## src/uilms_defs.svh

```systemverilog
// Constants of the serial-port interrupt level, mask and status block.
// Assumes it is included by bare name from the package and the top module.
`ifndef UILMS_DEFS_SVH
`define UILMS_DEFS_SVH

// ------------------------------------------------------------
// Register byte offsets on the AXI4-Lite bus
// ------------------------------------------------------------
`define UILMS_ADDR_W         8
`define UILMS_OFF_THRESHOLD  8'h00
`define UILMS_OFF_MASK       8'h04
`define UILMS_OFF_RAW        8'h08
`define UILMS_OFF_MASKED     8'h0C
`define UILMS_OFF_CLEAR      8'h10

// ------------------------------------------------------------
// Field positions and widths
// ------------------------------------------------------------
`define UILMS_SRC_W          11
`define UILMS_THR_W          6
`define UILMS_RX_THR_LSB     3
`define UILMS_TX_THR_LSB     0
`define UILMS_BIT_TX         5
`define UILMS_BIT_RX         4
`define UILMS_MODEM_MSB      3

// ------------------------------------------------------------
// Reset values
// ------------------------------------------------------------
`define UILMS_THR_RESET      6'h12
`define UILMS_MASK_RESET     11'h000
`define UILMS_RAW_RESET      11'h000
`define UILMS_PIN_IDLE       4'hF

// ------------------------------------------------------------
// FIFO geometry and bus answers
// ------------------------------------------------------------
`define UILMS_FIFO_DEPTH     16
`define UILMS_LEVEL_W        5
`define UILMS_RESP_OKAY      2'h0
`define UILMS_RESP_SLVERR    2'h2

`endif

```

## src/uilms_pkg.sv

```systemverilog
// Types shared by the interrupt level, mask and status block and its users.
// Assumes uilms_defs.svh is on the include path.
`include "uilms_defs.svh"

package uilms_pkg;

    // ------------------------------------------------------------
    // AXI4-Lite master-to-slave signals
    // ------------------------------------------------------------
    typedef struct packed {
        logic                       awvalid;
        logic [`UILMS_ADDR_W-1:0]   awaddr;
        logic                       wvalid;
        logic [31:0]                wdata;
        logic [3:0]                 wstrb;
        logic                       bready;
        logic                       arvalid;
        logic [`UILMS_ADDR_W-1:0]   araddr;
        logic                       rready;
    } uilms_axi_req_t;

    // ------------------------------------------------------------
    // AXI4-Lite slave-to-master signals
    // ------------------------------------------------------------
    typedef struct packed {
        logic        awready;
        logic        wready;
        logic        bvalid;
        logic [1:0]  bresp;
        logic        arready;
        logic        rvalid;
        logic [31:0] rdata;
        logic [1:0]  rresp;
    } uilms_axi_rsp_t;

    // ------------------------------------------------------------
    // Error and timeout event pulses from the serial engine
    // ------------------------------------------------------------
    typedef struct packed {
        logic overrun;
        logic breakSeen;
        logic parity;
        logic framing;
        logic rxTimeout;
    } uilms_evt_t;

    // ------------------------------------------------------------
    // Per-source masked interrupt lines, in register bit order
    // ------------------------------------------------------------
    typedef struct packed {
        logic overrunIrq;
        logic breakIrq;
        logic parityIrq;
        logic framingIrq;
        logic rxTimeoutIrq;
        logic txFifoIrq;
        logic rxFifoIrq;
        logic setReadyChangeIrq;
        logic carrierChangeIrq;
        logic clearToSendChangeIrq;
        logic ringChangeIrq;
    } uilms_src_t;

endpackage : uilms_pkg

```

## src/uilms_top.sv

```systemverilog
// Interrupt level select, mask and raw/masked status of a serial port.
// Assumes FIFO fill levels and event pulses come from logic on mclk, while the
// four modem-status inputs are asynchronous pins.
`timescale 1ns/1ps
`include "uilms_defs.svh"

module uilms_top (
    // Clock and reset.
    input  wire logic                      mclk,
    input  wire logic                      resetn,
    // AXI4-Lite register port.
    input  wire uilms_pkg::uilms_axi_req_t axiReq,
    output      uilms_pkg::uilms_axi_rsp_t axiRsp,
    // FIFO fill levels, in entries.
    input  wire logic [`UILMS_LEVEL_W-1:0] txFillLevel,
    input  wire logic [`UILMS_LEVEL_W-1:0] rxFillLevel,
    // Error and timeout event pulses.
    input  wire uilms_pkg::uilms_evt_t     evtPulse,
    // Modem-status pins, active low.
    input  wire logic                      setReadyInN,
    input  wire logic                      carrierInN,
    input  wire logic                      clearToSendInN,
    input  wire logic                      ringInN,
    // Interrupt outputs.
    output      uilms_pkg::uilms_src_t     srcIrq,
    output      logic                      uartIrq
);
    import uilms_pkg::*;

    // ------------------------------------------------------------
    // Helper functions
    // ------------------------------------------------------------

    // Entry count for a threshold code; reserved codes behave as half full.
    function automatic logic [`UILMS_LEVEL_W-1:0] thrLevel(input logic [2:0] code);
        int eighths;
        case (code)
            3'h0:    eighths = 1;
            3'h1:    eighths = 2;
            3'h2:    eighths = 4;
            3'h3:    eighths = 6;
            3'h4:    eighths = 7;
            default: eighths = 4;
        endcase
        thrLevel = `UILMS_LEVEL_W'((`UILMS_FIFO_DEPTH * eighths) / 8);
    endfunction

    // Bit mask of the low 16 bits that the byte strobes allow to change.
    function automatic logic [15:0] laneMask(input logic [3:0] strb);
        laneMask = {{8{strb[1]}}, {8{strb[0]}}};
    endfunction

    // ------------------------------------------------------------
    // Reset release
    // ------------------------------------------------------------
    logic rstMetaQ;
    logic rstnSync;

    // Assertion is immediate, release is two edges late to stay clear of recovery hazards.
    always_ff @(posedge mclk or negedge resetn) begin
        if (!resetn) begin
            rstMetaQ <= 1'b0;
            rstnSync <= 1'b0;
        end else begin
            rstMetaQ <= 1'b1;
            rstnSync <= rstMetaQ;
        end
    end

    // ------------------------------------------------------------
    // Register state
    // ------------------------------------------------------------
    logic [`UILMS_THR_W-1:0]   thrQ;
    logic [`UILMS_THR_W-1:0]   thrD;
    logic [`UILMS_SRC_W-1:0]   maskQ;
    logic [`UILMS_SRC_W-1:0]   maskD;
    logic [`UILMS_SRC_W-1:0]   rawQ;
    logic [`UILMS_SRC_W-1:0]   rawD;
    logic [`UILMS_LEVEL_W-1:0] txPrevQ;
    logic [`UILMS_LEVEL_W-1:0] rxPrevQ;
    logic [3:0]                pinMetaQ;
    logic [3:0]                pinSyncQ;
    logic [3:0]                pinPrevQ;
    uilms_src_t                srcIrqQ;
    logic                      irqQ;

    // ------------------------------------------------------------
    // AXI4-Lite slave state
    // ------------------------------------------------------------
    logic                      awreadyQ;
    logic                      wreadyQ;
    logic                      bvalidQ;
    logic [1:0]                brespQ;
    logic                      arreadyQ;
    logic                      rvalidQ;
    logic [31:0]               rdataQ;
    logic [1:0]                rrespQ;
    logic [`UILMS_ADDR_W-1:0]  awAddrQ;
    logic [31:0]               wDataQ;
    logic [3:0]                wStrbQ;

    // ------------------------------------------------------------
    // Bus decode
    // ------------------------------------------------------------
    wire awHs    = axiReq.awvalid && awreadyQ;
    wire wHs     = axiReq.wvalid && wreadyQ;
    wire bHs     = bvalidQ && axiReq.bready;
    wire arHs    = axiReq.arvalid && arreadyQ;
    wire rHs     = rvalidQ && axiReq.rready;
    // Address and data both held and no response pending: the write takes effect now.
    wire wrFire  = !awreadyQ && !wreadyQ && !bvalidQ;
    wire wrThr   = wrFire && (awAddrQ == `UILMS_OFF_THRESHOLD);
    wire wrMask  = wrFire && (awAddrQ == `UILMS_OFF_MASK);
    wire wrClear = wrFire && (awAddrQ == `UILMS_OFF_CLEAR);
    // Raw and masked status accept writes as harmless no-ops, so they still answer OKAY.
    wire wrKnown = (awAddrQ == `UILMS_OFF_THRESHOLD) || (awAddrQ == `UILMS_OFF_MASK) ||
                   (awAddrQ == `UILMS_OFF_RAW) || (awAddrQ == `UILMS_OFF_MASKED) ||
                   (awAddrQ == `UILMS_OFF_CLEAR);
    wire [15:0] wrLanes = laneMask(wStrbQ);

    // ------------------------------------------------------------
    // Read data selection
    // ------------------------------------------------------------
    logic [31:0] rdMux;
    logic        rdKnown;
    // Reserved bits are zero by construction; the clear register reads as zero.
    assign rdKnown = (axiReq.araddr == `UILMS_OFF_THRESHOLD) || (axiReq.araddr == `UILMS_OFF_MASK) ||
                     (axiReq.araddr == `UILMS_OFF_RAW) || (axiReq.araddr == `UILMS_OFF_MASKED) ||
                     (axiReq.araddr == `UILMS_OFF_CLEAR);
    assign rdMux   = (axiReq.araddr == `UILMS_OFF_THRESHOLD) ? {26'h000_0000, thrQ} :
                     (axiReq.araddr == `UILMS_OFF_MASK)      ? {21'h00_0000, maskQ} :
                     (axiReq.araddr == `UILMS_OFF_RAW)       ? {21'h00_0000, rawQ} :
                     (axiReq.araddr == `UILMS_OFF_MASKED)    ? {21'h00_0000, rawQ & maskQ} :
                     32'h0000_0000;

    // ------------------------------------------------------------
    // Threshold crossing detection
    // ------------------------------------------------------------
    wire [2:0] rxCode = thrQ[`UILMS_RX_THR_LSB +: 3];
    wire [2:0] txCode = thrQ[`UILMS_TX_THR_LSB +: 3];
    wire [`UILMS_LEVEL_W-1:0] rxTrip = thrLevel(rxCode);
    wire [`UILMS_LEVEL_W-1:0] txTrip = thrLevel(txCode);
    // Only the step across the trip point counts, so a FIFO parked beyond it fires once.
    wire rxCross = (rxPrevQ < rxTrip) && (rxFillLevel >= rxTrip);
    wire txCross = (txPrevQ > txTrip) && (txFillLevel <= txTrip);

    // ------------------------------------------------------------
    // Status set, clear and next values
    // ------------------------------------------------------------
    wire [3:0] modemChange = pinSyncQ ^ pinPrevQ;
    wire [`UILMS_SRC_W-1:0] setVec = {evtPulse.overrun, evtPulse.breakSeen, evtPulse.parity,
                                      evtPulse.framing, evtPulse.rxTimeout, txCross, rxCross,
                                      modemChange};
    wire [`UILMS_SRC_W-1:0] clrVec = wrClear ? (wDataQ[`UILMS_SRC_W-1:0] & wrLanes[`UILMS_SRC_W-1:0])
                                             : `UILMS_SRC_W'h000;
    // Set wins over clear so an event in the clearing cycle is not lost; raw writes are ignored.
    assign rawD  = (rawQ & ~clrVec) | setVec;
    assign maskD = wrMask ? ((maskQ & ~wrLanes[`UILMS_SRC_W-1:0]) |
                             (wDataQ[`UILMS_SRC_W-1:0] & wrLanes[`UILMS_SRC_W-1:0])) : maskQ;
    assign thrD  = wrThr ? ((thrQ & ~wrLanes[`UILMS_THR_W-1:0]) |
                            (wDataQ[`UILMS_THR_W-1:0] & wrLanes[`UILMS_THR_W-1:0])) : thrQ;

    // ------------------------------------------------------------
    // Control and status registers
    // ------------------------------------------------------------

    // Modem bits are cleared too, which the undefined reset state permits.
    always_ff @(posedge mclk or negedge rstnSync) begin
        if (!rstnSync) begin
            thrQ    <= `UILMS_THR_RESET;
            maskQ   <= `UILMS_MASK_RESET;
            rawQ    <= `UILMS_RAW_RESET;
            srcIrqQ <= '0;
            irqQ    <= 1'b0;
        end else begin
            thrQ    <= thrD;
            maskQ   <= maskD;
            rawQ    <= rawD;
            srcIrqQ <= uilms_src_t'(rawD & maskD);
            irqQ    <= |(rawD & maskD);
        end
    end

    // Previous fill levels; reset to empty for receive and full for transmit, so a level already past its trip point at start-up counts as a crossing.
    always_ff @(posedge mclk or negedge rstnSync) begin
        if (!rstnSync) begin
            txPrevQ <= `UILMS_LEVEL_W'(`UILMS_FIFO_DEPTH);
            rxPrevQ <= `UILMS_LEVEL_W'(0);
        end else begin
            txPrevQ <= txFillLevel;
            rxPrevQ <= rxFillLevel;
        end
    end

    // Modem pins: two-stage synchroniser, then a third stage for change detection.
    // All stages start at the idle high level, so leaving reset is not mistaken for a pin change.
    always_ff @(posedge mclk or negedge rstnSync) begin
        if (!rstnSync) begin
            pinMetaQ <= `UILMS_PIN_IDLE;
            pinSyncQ <= `UILMS_PIN_IDLE;
            pinPrevQ <= `UILMS_PIN_IDLE;
        end else begin
            pinMetaQ <= {setReadyInN, carrierInN, clearToSendInN, ringInN};
            pinSyncQ <= pinMetaQ;
            pinPrevQ <= pinSyncQ;
        end
    end

    // ------------------------------------------------------------
    // AXI4-Lite write channel
    // ------------------------------------------------------------

    // Ready drops after each capture and returns only when the response is accepted, one write at a time.
    always_ff @(posedge mclk or negedge rstnSync) begin
        if (!rstnSync) begin
            awreadyQ <= 1'b1;
            wreadyQ  <= 1'b1;
            bvalidQ  <= 1'b0;
            brespQ   <= `UILMS_RESP_OKAY;
            awAddrQ  <= '0;
            wDataQ   <= 32'h0000_0000;
            wStrbQ   <= 4'h0;
        end else begin
            if (awHs) begin
                awreadyQ <= 1'b0;
                awAddrQ  <= axiReq.awaddr;
            end
            if (wHs) begin
                wreadyQ <= 1'b0;
                wDataQ  <= axiReq.wdata;
                wStrbQ  <= axiReq.wstrb;
            end
            if (wrFire) begin
                bvalidQ <= 1'b1;
                brespQ  <= wrKnown ? `UILMS_RESP_OKAY : `UILMS_RESP_SLVERR;
            end else if (bHs) begin
                bvalidQ  <= 1'b0;
                awreadyQ <= 1'b1;
                wreadyQ  <= 1'b1;
            end
        end
    end

    // ------------------------------------------------------------
    // AXI4-Lite read channel
    // ------------------------------------------------------------

    // Data is captured at the address handshake, so it shows the state of that edge.
    always_ff @(posedge mclk or negedge rstnSync) begin
        if (!rstnSync) begin
            arreadyQ <= 1'b1;
            rvalidQ  <= 1'b0;
            rdataQ   <= 32'h0000_0000;
            rrespQ   <= `UILMS_RESP_OKAY;
        end else if (arHs) begin
            arreadyQ <= 1'b0;
            rvalidQ  <= 1'b1;
            rdataQ   <= rdMux;
            rrespQ   <= rdKnown ? `UILMS_RESP_OKAY : `UILMS_RESP_SLVERR;
        end else if (rHs) begin
            arreadyQ <= 1'b1;
            rvalidQ  <= 1'b0;
        end
    end

    // ------------------------------------------------------------
    // Outputs
    // ------------------------------------------------------------
    assign axiRsp = '{awready: awreadyQ, wready: wreadyQ, bvalid: bvalidQ, bresp: brespQ,
                      arready: arreadyQ, rvalid: rvalidQ, rdata: rdataQ, rresp: rrespQ};
    assign srcIrq  = srcIrqQ;
    assign uartIrq = irqQ;
endmodule // uilms_top

```

## config.mk

```make
export PLATFORM = sky130hd
export DESIGN_NAME = uilms_top
export DESIGN_NICKNAME = d
export VERILOG_FILES = /design/src/uilms_pkg.sv /design/src/uilms_top.sv
export VERILOG_INCLUDE_DIRS = /design/src /design/src/src
export SDC_FILE = /design/constraint.sdc
export NUM_CORES = 1
export LEC_CHECK = 0
export ABC_AREA = 1
export BUFFER_PORTS_ARGS = -buffer_cell sky130_fd_sc_hd__buf_2
export CORE_MARGIN = 10
export CORE_UTILIZATION = 52
export DETAILED_ROUTE_END_ITERATION = 12
export PLACE_DENSITY = 0.8
export SYNTH_ARGS = -nofsm -noshare
export SYNTH_HDL_FRONTEND = slang
export SYNTH_SLANG_ARGS = --single-unit
```

## constraint.sdc

```tcl
create_clock -name mclk -period 4 [get_ports mclk]
set_clock_uncertainty 0.1 [all_clocks]
set_input_delay 0.2 -clock mclk [delete_from_list [all_inputs] [get_ports mclk]]
set_output_delay 0.2 -clock mclk [all_outputs]
set_load 0.05 [all_outputs]
```

==> summary.md, run 1 <==
| Metric | Value |
|---|---|
| Root Driver | `clkbuf_8` |
| Initial Util | `0.5334` |
| Final min period | `2.306 ns` |
| Worst EP arrival | `about 2.5 ns` |
| Pint | `1.678 mW` |
| Buffers on Ports | `84` |
| Hpwl dp | `7535 um` |
| CP max stage delay | `0.58 ns` |
| RSZ-0062 raised after global routing | `no` |
| Finished Core Util | `0.6517` |
| Total power | `2.656 mW` |
| Fin Hold WS | `0.01282 ns` |
| CP cell instances | `nor3_4, nand3_2, nand2_1, o21ai_1, nand2_1, nand2_1, nor2_1, nand3_1` |
| Cell mode on critical path | `nand2_1` |
| First-pass GRT wire length | `17370 um` |
| Initial DRC Count | `195` |
| CORE AREA | `8678 um2` |
| FFs w/ async S/R, synth | `1.000` |
| Max Slew Vio Count | `0` |
| Vias in the first global route | `between 3000 and 4000` |
| Total GRT Usage | `0.1633` |
| Top Layer Used | `met4` |
| Yosys warning count | `0` |
| HP Class | `input pin to async pin` |
| Filler Cell Count | `708` |
| Routed via count | `about 3600` |
| Drt drc | `0` |
| Post-Syn Instances | `514` |
| R2R Path Start | `wreadyQ` |
| Postcts setup bufs | `0` |
| Max IR drop VDD | `0.2886 mV` |
| Switch Pwr | `977.4 uW` |
| Multi-input gate area | `around 1600 um2` |
| Power per cell area | `between 400 and 500 nW/um2` |
| Setup_tns | `0 ns` |
| Worst path bufs/invs | `0` |
| Prevailing post-synth register cell | `dfrtp_1` |
| Detailed Route WL | `approximately 10000 um` |
| Logic gate share of total power | `0.266` |
| Met2 WL | `between 5000 and 6000 um` |
| Cell Area, Synth | `4629 um2` |
| Final hold viol count | `0` |
| Via density | `4.837` |
| Largest net degree at the start of global routing | `80` |
| Clock Sinks | `102` |
| Flops & latches, synth | `102` |
| EDFF count, synth | `0` |
| Die Wd | `114.4 um` |
| Die area | `13080 um2` |
| CP delay by family, top | `simple AND/OR/NAND/NOR gates` |
| Final nets | `729` |
| Status | `completed` |
| Post-route ant nets | `0` |
| Die Y | `about 110 um` |
| Worst Setup SP | `wreadyQ` |
| CP max stage cell | `nor3_4` |
| Setup CP Type | `register to register` |
| Skew-Pair Late Insertion Delay | `~0.38 ns` |
| P&R area growth vs syn | `22.16%` |
| GPL Wtd Cong | `approximately 0.84` |
| Initial antenna violation count | `0` |
| Peak fanout along the critical path | `15` |
| WL met3 | `822 um` |
| CTS max path bufs | `2` |
| Count of final setup violators | `0` |
| Worst Tran Pin Value | `about 0.99 ns` |
| Register area | `2579 um2` |
| CTS clock-pin slew for the worst setup and hold paths | `roughly 0.10 ns` |
| Most common cell after layout, fill and taps aside | `nand2_1` |
| CTS tree | `built` |
| Max cap viols | `0` |
| Pre-antenna DRT Iters | `5` |
| Antenna Cells | `0` |
| Leak Pwr | `3.033 nW` |
| Tcrit/Tclk final | `0.5764` |
| Row count | `34` |
| Commonest non-fill, non-tap cells in the layout | `123 x nand2_1, 84 x buf_2, 83 x dfrtp_1, 74 x inv_1, 47 x nor2_1` |
| Seq/Total Area, Yosys | `0.5562` |
| Fmax | `433.7 MHz` |
| H-tree depth | `3` |
| Syn Area/Cell | `approximately 9 um2` |
| M1 WL | `4262 um` |
| Yosys cell types | `29` |
| Drt wl/cell | `13.93 um` |
| Clock share of power | `0.229` |
| CP Launch Type | `register` |
| CP endpoint kind | `register` |
| Switching share of power | `0.3681` |
| Slew margin rel. | `0.3415` |
| Gr ovfl total | `0` |
| Boundary Pins | `131` |
| Layout cells sized above 1 | `0.2109` |
| Reg power frac | `0.505` |
| Num CTS Buffers | `9` |
| Worst path required time | `4.16 ns` |
## worst reg2reg max path, stage by stage (launching register included)
cell	delay, ns
dfstp_2	0.41
nor3_4	0.59
nand3_2	0.45
nand2_1	0.17
o21ai_1	0.09
nand2_1	0.11
nand2_1	0.10
nor2_1	0.10
nand3_1	0.08
## per-stage QoR
| stage | std cells | cell area [um2] | setup slack, ns |
|---|---|---|---|
| after floorplan | 536 | 4712 | 0.8797 |
| after detailed placement | 691 | 5014 | 1.715 |
| after global routing | 753 | 5655 | 1.497 |
| after CTS | 753 | 5655 | 1.701 |
| after global placement | 691 | 5014 | 1.766 |
| final | 753 | 5655 | 1.694 |
## sequential cells by signal (all words and copies together), names as in the netlist, 2 cells and up, named ones only
name	flops
maskQ	11
rawQ	11
rdataQ	11
srcIrq	11
wDataQ	11
awAddrQ	8
txPrevQ	5
pinMetaQ	4
pinPrevQ	4
pinSyncQ	4
rxPrevQ	4
wStrbQ	2
## area by class of cell
| type | count | share of cell area |
|---|---|---|
| multi-input cells | 321 | 0.2812 |
| well taps | 108 | 0.02389 |
| inverters | 75 | 0.04978 |
| clock buffers | 9 | 0.02190 |
| flip-flops and latches | 102 | 0.4560 |
| repair buffers | 131 | 0.1571 |
| clock inverters | 7 | 0.01018 |
## power groups by stage
stage               clock network, mW  registers, mW  logic (mW)
finish                          0.609           1.34       0.706
CTS                             0.620           1.34       0.710
floorplan                           0           1.36       0.530
detailed placement                  0           1.36       0.663
global route                    0.671           1.36       0.789
global placement                    0           1.35       0.645
## path summary, 6_finish.rpt
check	slack, ns	end	cells after the start
hold / removal	0.01	rstnSync	2
min in group mclk	0.04	rrespQ[1]	4
hold reg to reg	0.26	pinSyncQ[0]	0
setup reg to reg	1.69	uartIrq	8
max in group asynchronous	2.45	async pin	1
setup / recovery	1.69	uartIrq	8
## layer usage
layer  up-vias  track usage
met3        14      0.04403
met5         -            0
met2       108       0.2779
met4         0      0.06934
met1      1705       0.1893
li1       1815            -
## cells by family (layout without fill, tap and decap cells)
family / Yosys count / in the layout / share of synthesized area
buf+inv: 113 / 222 / 0.1181
simple gates: 203 / 203 / 0.1824
compound gates: 68 / 68 / 0.07757
xor+xnor: 4 / 4 / 0.007567
mux: 11 / 11 / 0.02676
flops: 102 / 102 / 0.5562
fa+ha+maj: 11 / 11 / 0.02973
other cells: 2 / 24 / 0.001622
## synth_stat cells (all sizes together), types with 2 or more instances
library cell / number / area share
o21ai: 33 / 0.036
conb: 2 / 0.0016
a21oi: 28 / 0.031
o221ai: 2 / 0.0038
xnor2: 4 / 0.0076
nand2: 123 / 0.10
nand3b: 5 / 0.0081
nand3: 16 / 0.018
o22ai: 4 / 0.0054
clkbuf: 3 / 0.0024
inv: 75 / 0.061
dfrtp: 84 / 0.45
nor2: 48 / 0.041
buf: 35 / 0.055
dfstp: 18 / 0.10
nand4: 3 / 0.0041
nor3: 7 / 0.010
ha: 11 / 0.030
mux2: 11 / 0.027
## repair_timing
action,in CTS,in global routing
hold buffers,46,0
endpoints found under the setup margin,0,0
gates resized for setup,0,0
hold endpoints to repair,45,0
No activity file was read; power rests on OpenSTA's default activity.
==> run 2: changes to the inputs <==
==> constraint.sdc (replaced) <==
create_clock -name mclk -period 2.4 [get_ports mclk]
set_clock_uncertainty 0.1 [all_clocks]
set_input_delay 0.12 -clock mclk [delete_from_list [all_inputs] [get_ports mclk]]
set_output_delay 0.12 -clock mclk [all_outputs]
set_load 0.05 [all_outputs]
==> run 2 against run 1 <==
  * Total power is 74% higher
  * Sequential cell count stayed put
  * Global-route usage is 0.39 points higher
  * Combinational power is 74% higher
  * Non-clock buffer count is 6 higher
  * Largest power group unchanged
  * Routed wire length is 1.5% higher
  * Critical path depth is 5 higher
  * Die area stayed put
  * Core utilization is 1.2 points higher
  * Largest cell class unchanged
==> summary.md, run 2 (same netlist as run 1, synthesis figures left out) <==
| Metric | Value |
|---|---|
| Status | `completed (unchanged)` |
| Pre-antenna DRT Iters | `7 (was 5)` |
| Slew margin rel. | `0.5615 (was 0.3415)` |
| P&R area growth vs syn | `24.35% (was 22.16%)` |
| Worst path required time | `2.56 ns (was 4.16 ns)` |
| R2R setup slack | `0.21 ns (was 1.69 ns)` |
| Antenna Cells | `0 (unchanged)` |
| Hpwl dp | `7730 um (was 7535 um)` |
| Fmax | `456.1 MHz (was 433.7 MHz)` |
| Row count | `34 (unchanged)` |
| Routed via count | `3711 (was 3642)` |
| Total GRT Usage | `0.1671 (was 0.1633)` |
| Initial antenna violation count | `0 (unchanged)` |
| Commonest non-fill, non-tap cells in the layout | `123 x nand2_1, 84 x buf_2, 83 x dfrtp_1, 74 x inv_1, 48 x dlygate4sd3_1 (was 123 x nand2_1, 84 x buf_2, 83 x dfrtp_1, 74 x inv_1, 47 x nor2_1)` |
| Initial DRC Count | `230 (was 195)` |
| GPL Wtd Cong | `0.8743 (was 0.8424)` |
| First-pass GRT wire length | `17870 um (was 17370 um)` |
| Final WS setup | `0.2073 ns (was 1.694 ns)` |
| Buffers on Ports | `84 (unchanged)` |
| Peak fanout along the critical path | `5 (was 15)` |
| CP delay by family, top | `simple AND/OR/NAND/NOR gates (unchanged)` |
| Filler Cell Count | `695 (was 708)` |
| Final non-filler cell total | `759 (was 753)` |
| Boundary Pins | `131 (unchanged)` |
| Via density | `4.889 (was 4.837)` |
| Power per cell area | `803.0 nW/um2 (was 469.6 nW/um2)` |
| Largest net degree at the start of global routing | `82 (was 80)` |
| RSZ-0062 raised after global routing | `no (unchanged)` |
| HP Class | `input pin to register (was input pin to async pin)` |
| Placed Cells | `695 (was 691)` |
| Total power | `4.622 mW (was 2.656 mW)` |
| CP max stage cell | `dfrtp_1 (was nor3_4)` |
| Die area | `13080 um2 (unchanged)` |
| CP max stage delay | `0.45 ns (was 0.58 ns)` |
| Final nets | `735 (was 729)` |
| Drt drc | `0 (unchanged)` |
| CTS clock-pin slew for the worst setup and hold paths | `0.10 ns (about the same)` |
| Worst Tran Pin Value | `0.6561 ns (was 0.9878 ns)` |
| CTS max path bufs | `2 (unchanged)` |
| Clock Sinks | `102 (unchanged)` |
| Leak Pwr | `3.073 nW (was 3.033 nW)` |
| Vias in the first global route | `3859 (was 3729)` |
| Root Driver | `clkbuf_8 (unchanged)` |
| Drt wl/cell | `14.02 um (was 13.93 um)` |
| Max Slew Vio Count | `0 (unchanged)` |
| H-tree depth | `3 (unchanged)` |
| Max cap viols | `0 (unchanged)` |
| Num CTS Buffers | `9 (unchanged)` |
| Pre-CTS setup slack | `0.1835 ns (was 1.715 ns)` |
| Skew-Pair Late Insertion Delay | `0.37 ns (was 0.38 ns)` |
| Setup_tns | `0 ns (unchanged)` |
| Post-route ant nets | `0 (unchanged)` |
| Cell mode on critical path | `nand2_1 (unchanged)` |
| Tcrit/Tclk final | `0.9136 (was 0.5764)` |
| Layout cells sized above 1 | `0.2151 (was 0.2109)` |
| Die Wd | `114.4 um (unchanged)` |
| CP Launch Type | `register (unchanged)` |
| Worst EP arrival | `2.35 ns (was 2.47 ns)` |
| Initial Util | `0.5334 (unchanged)` |
| Gr ovfl total | `0 (unchanged)` |
| Max IR drop VDD | `0.5069 mV (was 0.2886 mV)` |
| CP endpoint kind | `register (unchanged)` |
| Finished Core Util | `0.6634 (was 0.6517)` |
| Final hold viol count | `0 (unchanged)` |
| Most common cell after layout, fill and taps aside | `nand2_1 (unchanged)` |
| CP cell instances | `nor3_1, a21oi_1, ha_1, nand2_1, nand2_1, nand2_1, nand3_1, nand3_1, nand2_1, nand2_1, nand2_1, nor2_1, nand3_1 (was nor3_4, nand3_2, nand2_1, o21ai_1, nand2_1, nand2_1, nor2_1, nand3_1)` |
| Die Y | `114.4 um (unchanged)` |
| Count of final setup violators | `0 (unchanged)` |
| Final min period | `2.193 ns (was 2.306 ns)` |
| Detailed Route WL | `10640 um (was 10490 um)` |
| CORE AREA | `8678 um2 (unchanged)` |
| CTS tree | `built (unchanged)` |
| Worst path bufs/invs | `0 (unchanged)` |
| Setup CP Type | `register to register (unchanged)` |
==> run 2: path summary, 6_finish.rpt <==
| kind | from | to | cells after the start |
|---|---|---|---|
| hold reg to reg | rstnSync | srcIrq[8] | 0 |
| min in group asynchronous | rstnSync | srcIrq[8] | 0 |
| max in group asynchronous | rstnSync | txPrevQ[4] | 1 |
| hold / removal | axiReq[9] | rdataQ[0] | 5 |
| setup reg to reg | register | uartIrq | 13 |
| setup / recovery | register | uartIrq | 13 |
==> run 2: area by class of cell <==
type                       instances  area, um2  share of cell area
clock buffer                      10      127.6             0.02217
clock inverter                     6      87.58             0.01521
inverter                          75      281.5             0.04890
multi-input combinational        321       1595              0.2771
sequential                       102       2579              0.4479
tap                              108      135.1             0.02347
timing repair buffer             137      950.9              0.1652
==> run 2: power by group <==
part           switching, mW  total (mW)  leakage, nW  internal [mW]
clock network          0.586        1.17       0.0985          0.586
registers              0.220        2.22         1.18           2.00
logic                  0.804        1.23         1.80          0.424
total                   1.61        4.62         3.07           3.01
==> run 2: stage by stage <==
stage	hold slack [ns]	instance area, um2
global placement	-0.1948	5056
finish	0.06919	5757
floorplan	-0.2756	4713
detailed placement	-0.1936	5056
global route	0.1051	5757
CTS	0.06184	5752
==> run 2: worst register-to-register path: cells and delay by family (launching register included) <==
kind	cells	cell delay, ns
simple gates	11	1.10
flops	1	0.45
fa+ha+maj	1	0.31
compound gates	1	0.12
==> run 2: layer usage <==
metal	up-vias	global-route usage	wire length, um
li1	1817	-	-
met1	1756	0.1923	4221
met2	119	0.2950	5445
met3	19	0.04245	791
met4	0	0.05597	185
met5	-	0	0
==> run 2: repair_timing <==
| item | 4_1_cts | 5_1_grt |
|---|---|---|
| endpoints found under the hold margin | 50 | 0 |
| resized for setup | 0 | 2 |
| endpoints found under the setup margin | 0 | 1 |
| buffers inserted | 0 | 0 |
| hold buffers | 48 | 0 |
==> run 3: changes to the inputs <==
--- a/config.mk
+++ b/config.mk
@@ -6,12 +6,11 @@
 export SDC_FILE = /design/constraint.sdc
 export NUM_CORES = 1
 export LEC_CHECK = 0
-export ABC_AREA = 1
 export BUFFER_PORTS_ARGS = -buffer_cell sky130_fd_sc_hd__buf_2
 export CORE_MARGIN = 10
-export CORE_UTILIZATION = 52
+export CORE_UTILIZATION = 51
 export DETAILED_ROUTE_END_ITERATION = 12
-export PLACE_DENSITY = 0.8
+export PLACE_DENSITY = 0.79
 export SYNTH_ARGS = -nofsm -noshare
 export SYNTH_HDL_FRONTEND = slang
 export SYNTH_SLANG_ARGS = --single-unit
==> run 3 against run 2 <==
  * The run now ends with setup timing left
  * Global-route usage is 0.50 points lower
  * Critical path type unchanged
  * Largest power group unchanged
  * Routed wire length is 3.9% lower
  * Critical path depth is 4 lower
  * Clock power is 9% lower
  * Worst hold slack better by 0.015 ns
  * Final area is 1.5% lower
  * Register-to-register slack worse by 0.31 ns
  * Non-clock buffer count is 12 higher
  * Count of clock-buffer cells in the layout is 2 higher
  * Total power is 7.0% higher
  * Sequential cell count stayed put
==> summary.md, run 3 <==
| Metric | Value |
|---|---|
| Status | `finished, violations left (was completed)` |
| Failing checks | `setup timing` |
| Power per cell area | `872.4 nW/um2 (was 803.0 nW/um2)` |
| Root Driver | `clkbuf_8 (unchanged)` |
| Pre-antenna DRT Iters | `6 (was 7)` |
| Seq/Total Area, Yosys | `0.5812 (was 0.5562)` |
| Drt wl/cell | `16.53 um (was 14.02 um)` |
| Flops & latches, synth | `102 (unchanged)` |
| Yosys warning count | `0 (unchanged)` |
| Die Y | `113.2 um (was 114.4 um)` |
| Area fraction of the dominant cell type after synthesis | `0.4744 (was 0.4541)` |
| CP Launch Type | `register (unchanged)` |
| Slew margin rel. | `0.2875 (was 0.5615)` |
| Die area | `12820 um2 (was 13080 um2)` |
| Worst EP arrival | `2.69 ns (was 2.35 ns)` |
| Routed via count | `3137 (was 3711)` |
| Filler Cell Count | `626 (was 695)` |
| First-pass GRT wire length | `16820 um (was 17870 um)` |
| RSZ-0062 raised after global routing | `yes (was no)` |
| Initial antenna violation count | `0 (unchanged)` |
| GPL Wtd Cong | `0.8346 (was 0.8743)` |
| Clock share of power | `0.215 (was 0.254)` |
| Skew-Pair Late Insertion Delay | `0.36 ns (was 0.37 ns)` |
| Leak Pwr | `2.760 nW (was 3.073 nW)` |
| Boundary Pins | `131 (unchanged)` |
| Via density | `5.068 (was 4.889)` |
| CORE AREA | `8341 um2 (was 8678 um2)` |
| Most common cell after layout, fill and taps aside | `buf_2 (was nand2_1)` |
| Logic gate share of total power | `0.303 (was 0.266)` |
| CP delay by family, top | `compound AO/OA/AOI/OAI gates (was simple AND/OR/NAND/NOR gates)` |
| Initial DRC Count | `156 (was 230)` |
| Reg power frac | `0.482 (was 0.481)` |
| Vias in the first global route | `3478 (was 3859)` |
| Fin Hold WS | `0.08443 ns (was 0.06919 ns)` |
| Max Slew Vio Count | `0 (unchanged)` |
| Multi-input gate area | `1640 um2 (was 1595 um2)` |
| Die Wd | `113.2 um (was 114.4 um)` |
| Post-synth top cells | `84 x dfrtp_1, 30 x mux2_2, 28 x buf_4 (was 123 x nand2_1, 84 x dfrtp_1, 74 x inv_1)` |
| Post-Syn Instances | `361 (was 514)` |
| Synth area leaders | `dfrtp_1 47%, dfstp_2 11%, mux2_2 7.6% (was dfrtp_1 45%, dfstp_2 10%, nand2_1 10%)` |
| Worst path bufs/invs | `0 (unchanged)` |
| Detailed Route WL | `10230 um (was 10640 um)` |
| Gr ovfl total | `0 (unchanged)` |
| Hpwl dp | `7465 um (was 7730 um)` |
| Final nets | `598 (was 735)` |
| Peak fanout along the critical path | `4 (was 5)` |
| Layout cells sized above 1 | `0.3424 (was 0.2151)` |
| EDFF count, synth | `0 (unchanged)` |
| HP Class | `input pin to register (unchanged)` |
| Count of final setup violators | `1 (was 0)` |
| Commonest non-fill, non-tap cells in the layout | `84 x buf_2, 83 x dfrtp_1, 50 x dlygate4sd3_1, 30 x mux2_2, 26 x nand2b_1 (was 123 x nand2_1, 84 x buf_2, 83 x dfrtp_1, 74 x inv_1, 48 x dlygate4sd3_1)` |
| Setup CP Type | `register to register (unchanged)` |
| Switch Pwr | `1.719 mW (was 1.610 mW)` |
| Antenna Cells | `0 (unchanged)` |
| CTS max path bufs | `2 (unchanged)` |
| Cell Area, Synth | `4430 um2 (was 4629 um2)` |
| Cell accounting for the most synthesized area | `dfrtp_1 (unchanged)` |
| CTS clock-pin slew for the worst setup and hold paths | `0.09 ns (was 0.10 ns)` |
| CTS tree | `built (unchanged)` |
| Drt drc | `0 (unchanged)` |
| Switching share of power | `0.3473 (was 0.3483)` |
| Initial Util | `0.5312 (was 0.5334)` |
| Num CTS Buffers | `9 (unchanged)` |
| CP max stage cell | `dfstp_2 (was dfrtp_1)` |
| Post-route ant nets | `0 (unchanged)` |
| CP endpoint kind | `register (unchanged)` |
| Prevailing post-synth register cell | `dfrtp_1 (unchanged)` |
| Row count | `33 (was 34)` |
| Yosys cell types | `50 (was 29)` |
| Worst Tran Pin Value | `1.054 ns (was 0.6561 ns)` |
| Pint | `3.229 mW (was 3.012 mW)` |
| CP max stage delay | `0.58 ns (was 0.45 ns)` |
| P&R area growth vs syn | `28.01% (was 24.35%)` |
| Register area | `2579 um2 (unchanged)` |
| Tcrit/Tclk final | `1.042 (was 0.9136)` |
| Clock Sinks | `102 (unchanged)` |
| Final WS setup | `-0.1001 ns (was 0.2073 ns)` |
| H-tree depth | `3 (unchanged)` |
| Finished Core Util | `0.6800 (was 0.6634)` |
| Buffers on Ports | `84 (unchanged)` |
| Final min period | `2.500 ns (was 2.193 ns)` |
| Worst path required time | `2.59 ns (was 2.56 ns)` |
| CP cell instances | `nor2_1, mux2i_1, ha_1, and4b_1, a211oi_1, o221ai_1, a22oi_1, nor4_1, nand4b_1 (was nor3_1, a21oi_1, ha_1, nand2_1, nand2_1, nand2_1, nand3_1, nand3_1, nand2_1, nand2_1, nand2_1, nor2_1, nand3_1)` |
| FFs w/ async S/R, synth | `1.000 (unchanged)` |
| Max cap viols | `0 (unchanged)` |
| Total GRT Usage | `0.1622 (was 0.1671)` |
| Syn Area/Cell | `12.27 um2 (was 9.007 um2)` |
| Fmax | `400.0 MHz (was 456.1 MHz)` |
| Final hold viol count | `0 (unchanged)` |
| Max IR drop VDD | `0.6520 mV (was 0.5069 mV)` |
| Count leader, synth | `dfrtp_1 (was nand2_1)` |
| Largest net degree at the start of global routing | `42 (was 82)` |
## run 3: per-layer routing
metal / routed length [um] / vias up / track usage
met5: 0 / - / 0
met4: 197 / 0 / 0.06261
met3: 813 / 16 / 0.05441
met2: 5125 / 102 / 0.2773
met1: 4092 / 1522 / 0.1830
li1: - / 1497 / -
## run 3: tightest hold or removal path, stage by stage
cell and delay (ns):
buf_2 0.08, nor3_1 0.03, nand2_1 0.09, a21oi_1 0.06, o21ai_0 0.13
## run 3: path summary, 6_finish.rpt
check	depth (start not counted)	slack, ns	startpoint	end
worst max-delay path	9	-0.10	register	uartIrq
min in group asynchronous	0	0.23	rstnSync	wDataQ[0]
worst min register to register	0	0.23	rstnSync	wDataQ[0]
worst max register to register	9	-0.10	register	uartIrq
max in group asynchronous	1	1.21	rstnSync	async pin
worst min-delay path	5	0.08	axiReq[7]	rrespQ[1]
## run 3: per-stage QoR
stage | cells | setup slack [ns] | TNS, ns | power (mW) | area [um2]
floorplan | 383 | 0.1786 | 0 | 3.428 | 4514
global placement | 552 | -0.1533 | -0.1533 | 3.720 | 4954
detailed placement | 552 | -0.2414 | -0.2414 | 3.806 | 4954
CTS | 619 | -0.08965 | -0.08965 | 4.969 | 5668
global route | 619 | -0.1639 | -0.1639 | 5.223 | 5672
finish | 619 | -0.1001 | -0.1001 | 4.948 | 5672
## run 3: repair_timing
action	in CTS	in global routing
pin swaps	5	4
hold buffers	50	0
endpoints found under the hold margin	50	0
resized for setup	5	1
buffers inserted	1	0
setup endpoints to repair	1	2
## run 3: final cells by class
type                    count  share of cell area
clock buffers              12             0.02559
clock inverters             4            0.008383
inverters                  22             0.01456
multi-input cells         225              0.2892
flip-flops and latches    102              0.4547
well taps                 105             0.02316
repair buffers            149              0.1844
## run 3: kinds of logic (layout without fill, tap and decap cells)
| family | Yosys count | count (layout) | share of synthesized area |
|---|---|---|---|
| xor gates and xnor gates | 4 | 4 | 0.007909 |
| and+or+nand+nor | 95 | 95 | 0.1293 |
| adders and majority gates | 11 | 11 | 0.03106 |
| AOI/OAI and AO/OA | 53 | 53 | 0.08218 |
| buffers and inverters | 56 | 187 | 0.07117 |
| DFF | 102 | 102 | 0.5812 |
| other | 2 | 24 | 0.001695 |
| muxes | 38 | 38 | 0.09545 |
## run 3: power by group through the flow
| stage | combinational (mW) | sequential, mW | clock, mW |
|---|---|---|---|
| final | 1.50 | 2.38 | 1.06 |
| after global routing | 1.63 | 2.43 | 1.16 |
| after CTS | 1.49 | 2.38 | 1.09 |
| after detailed placement | 1.39 | 2.42 | 0 |
| after global placement | 1.33 | 2.39 | 0 |
| after floorplan | 0.907 | 2.52 | 0 |
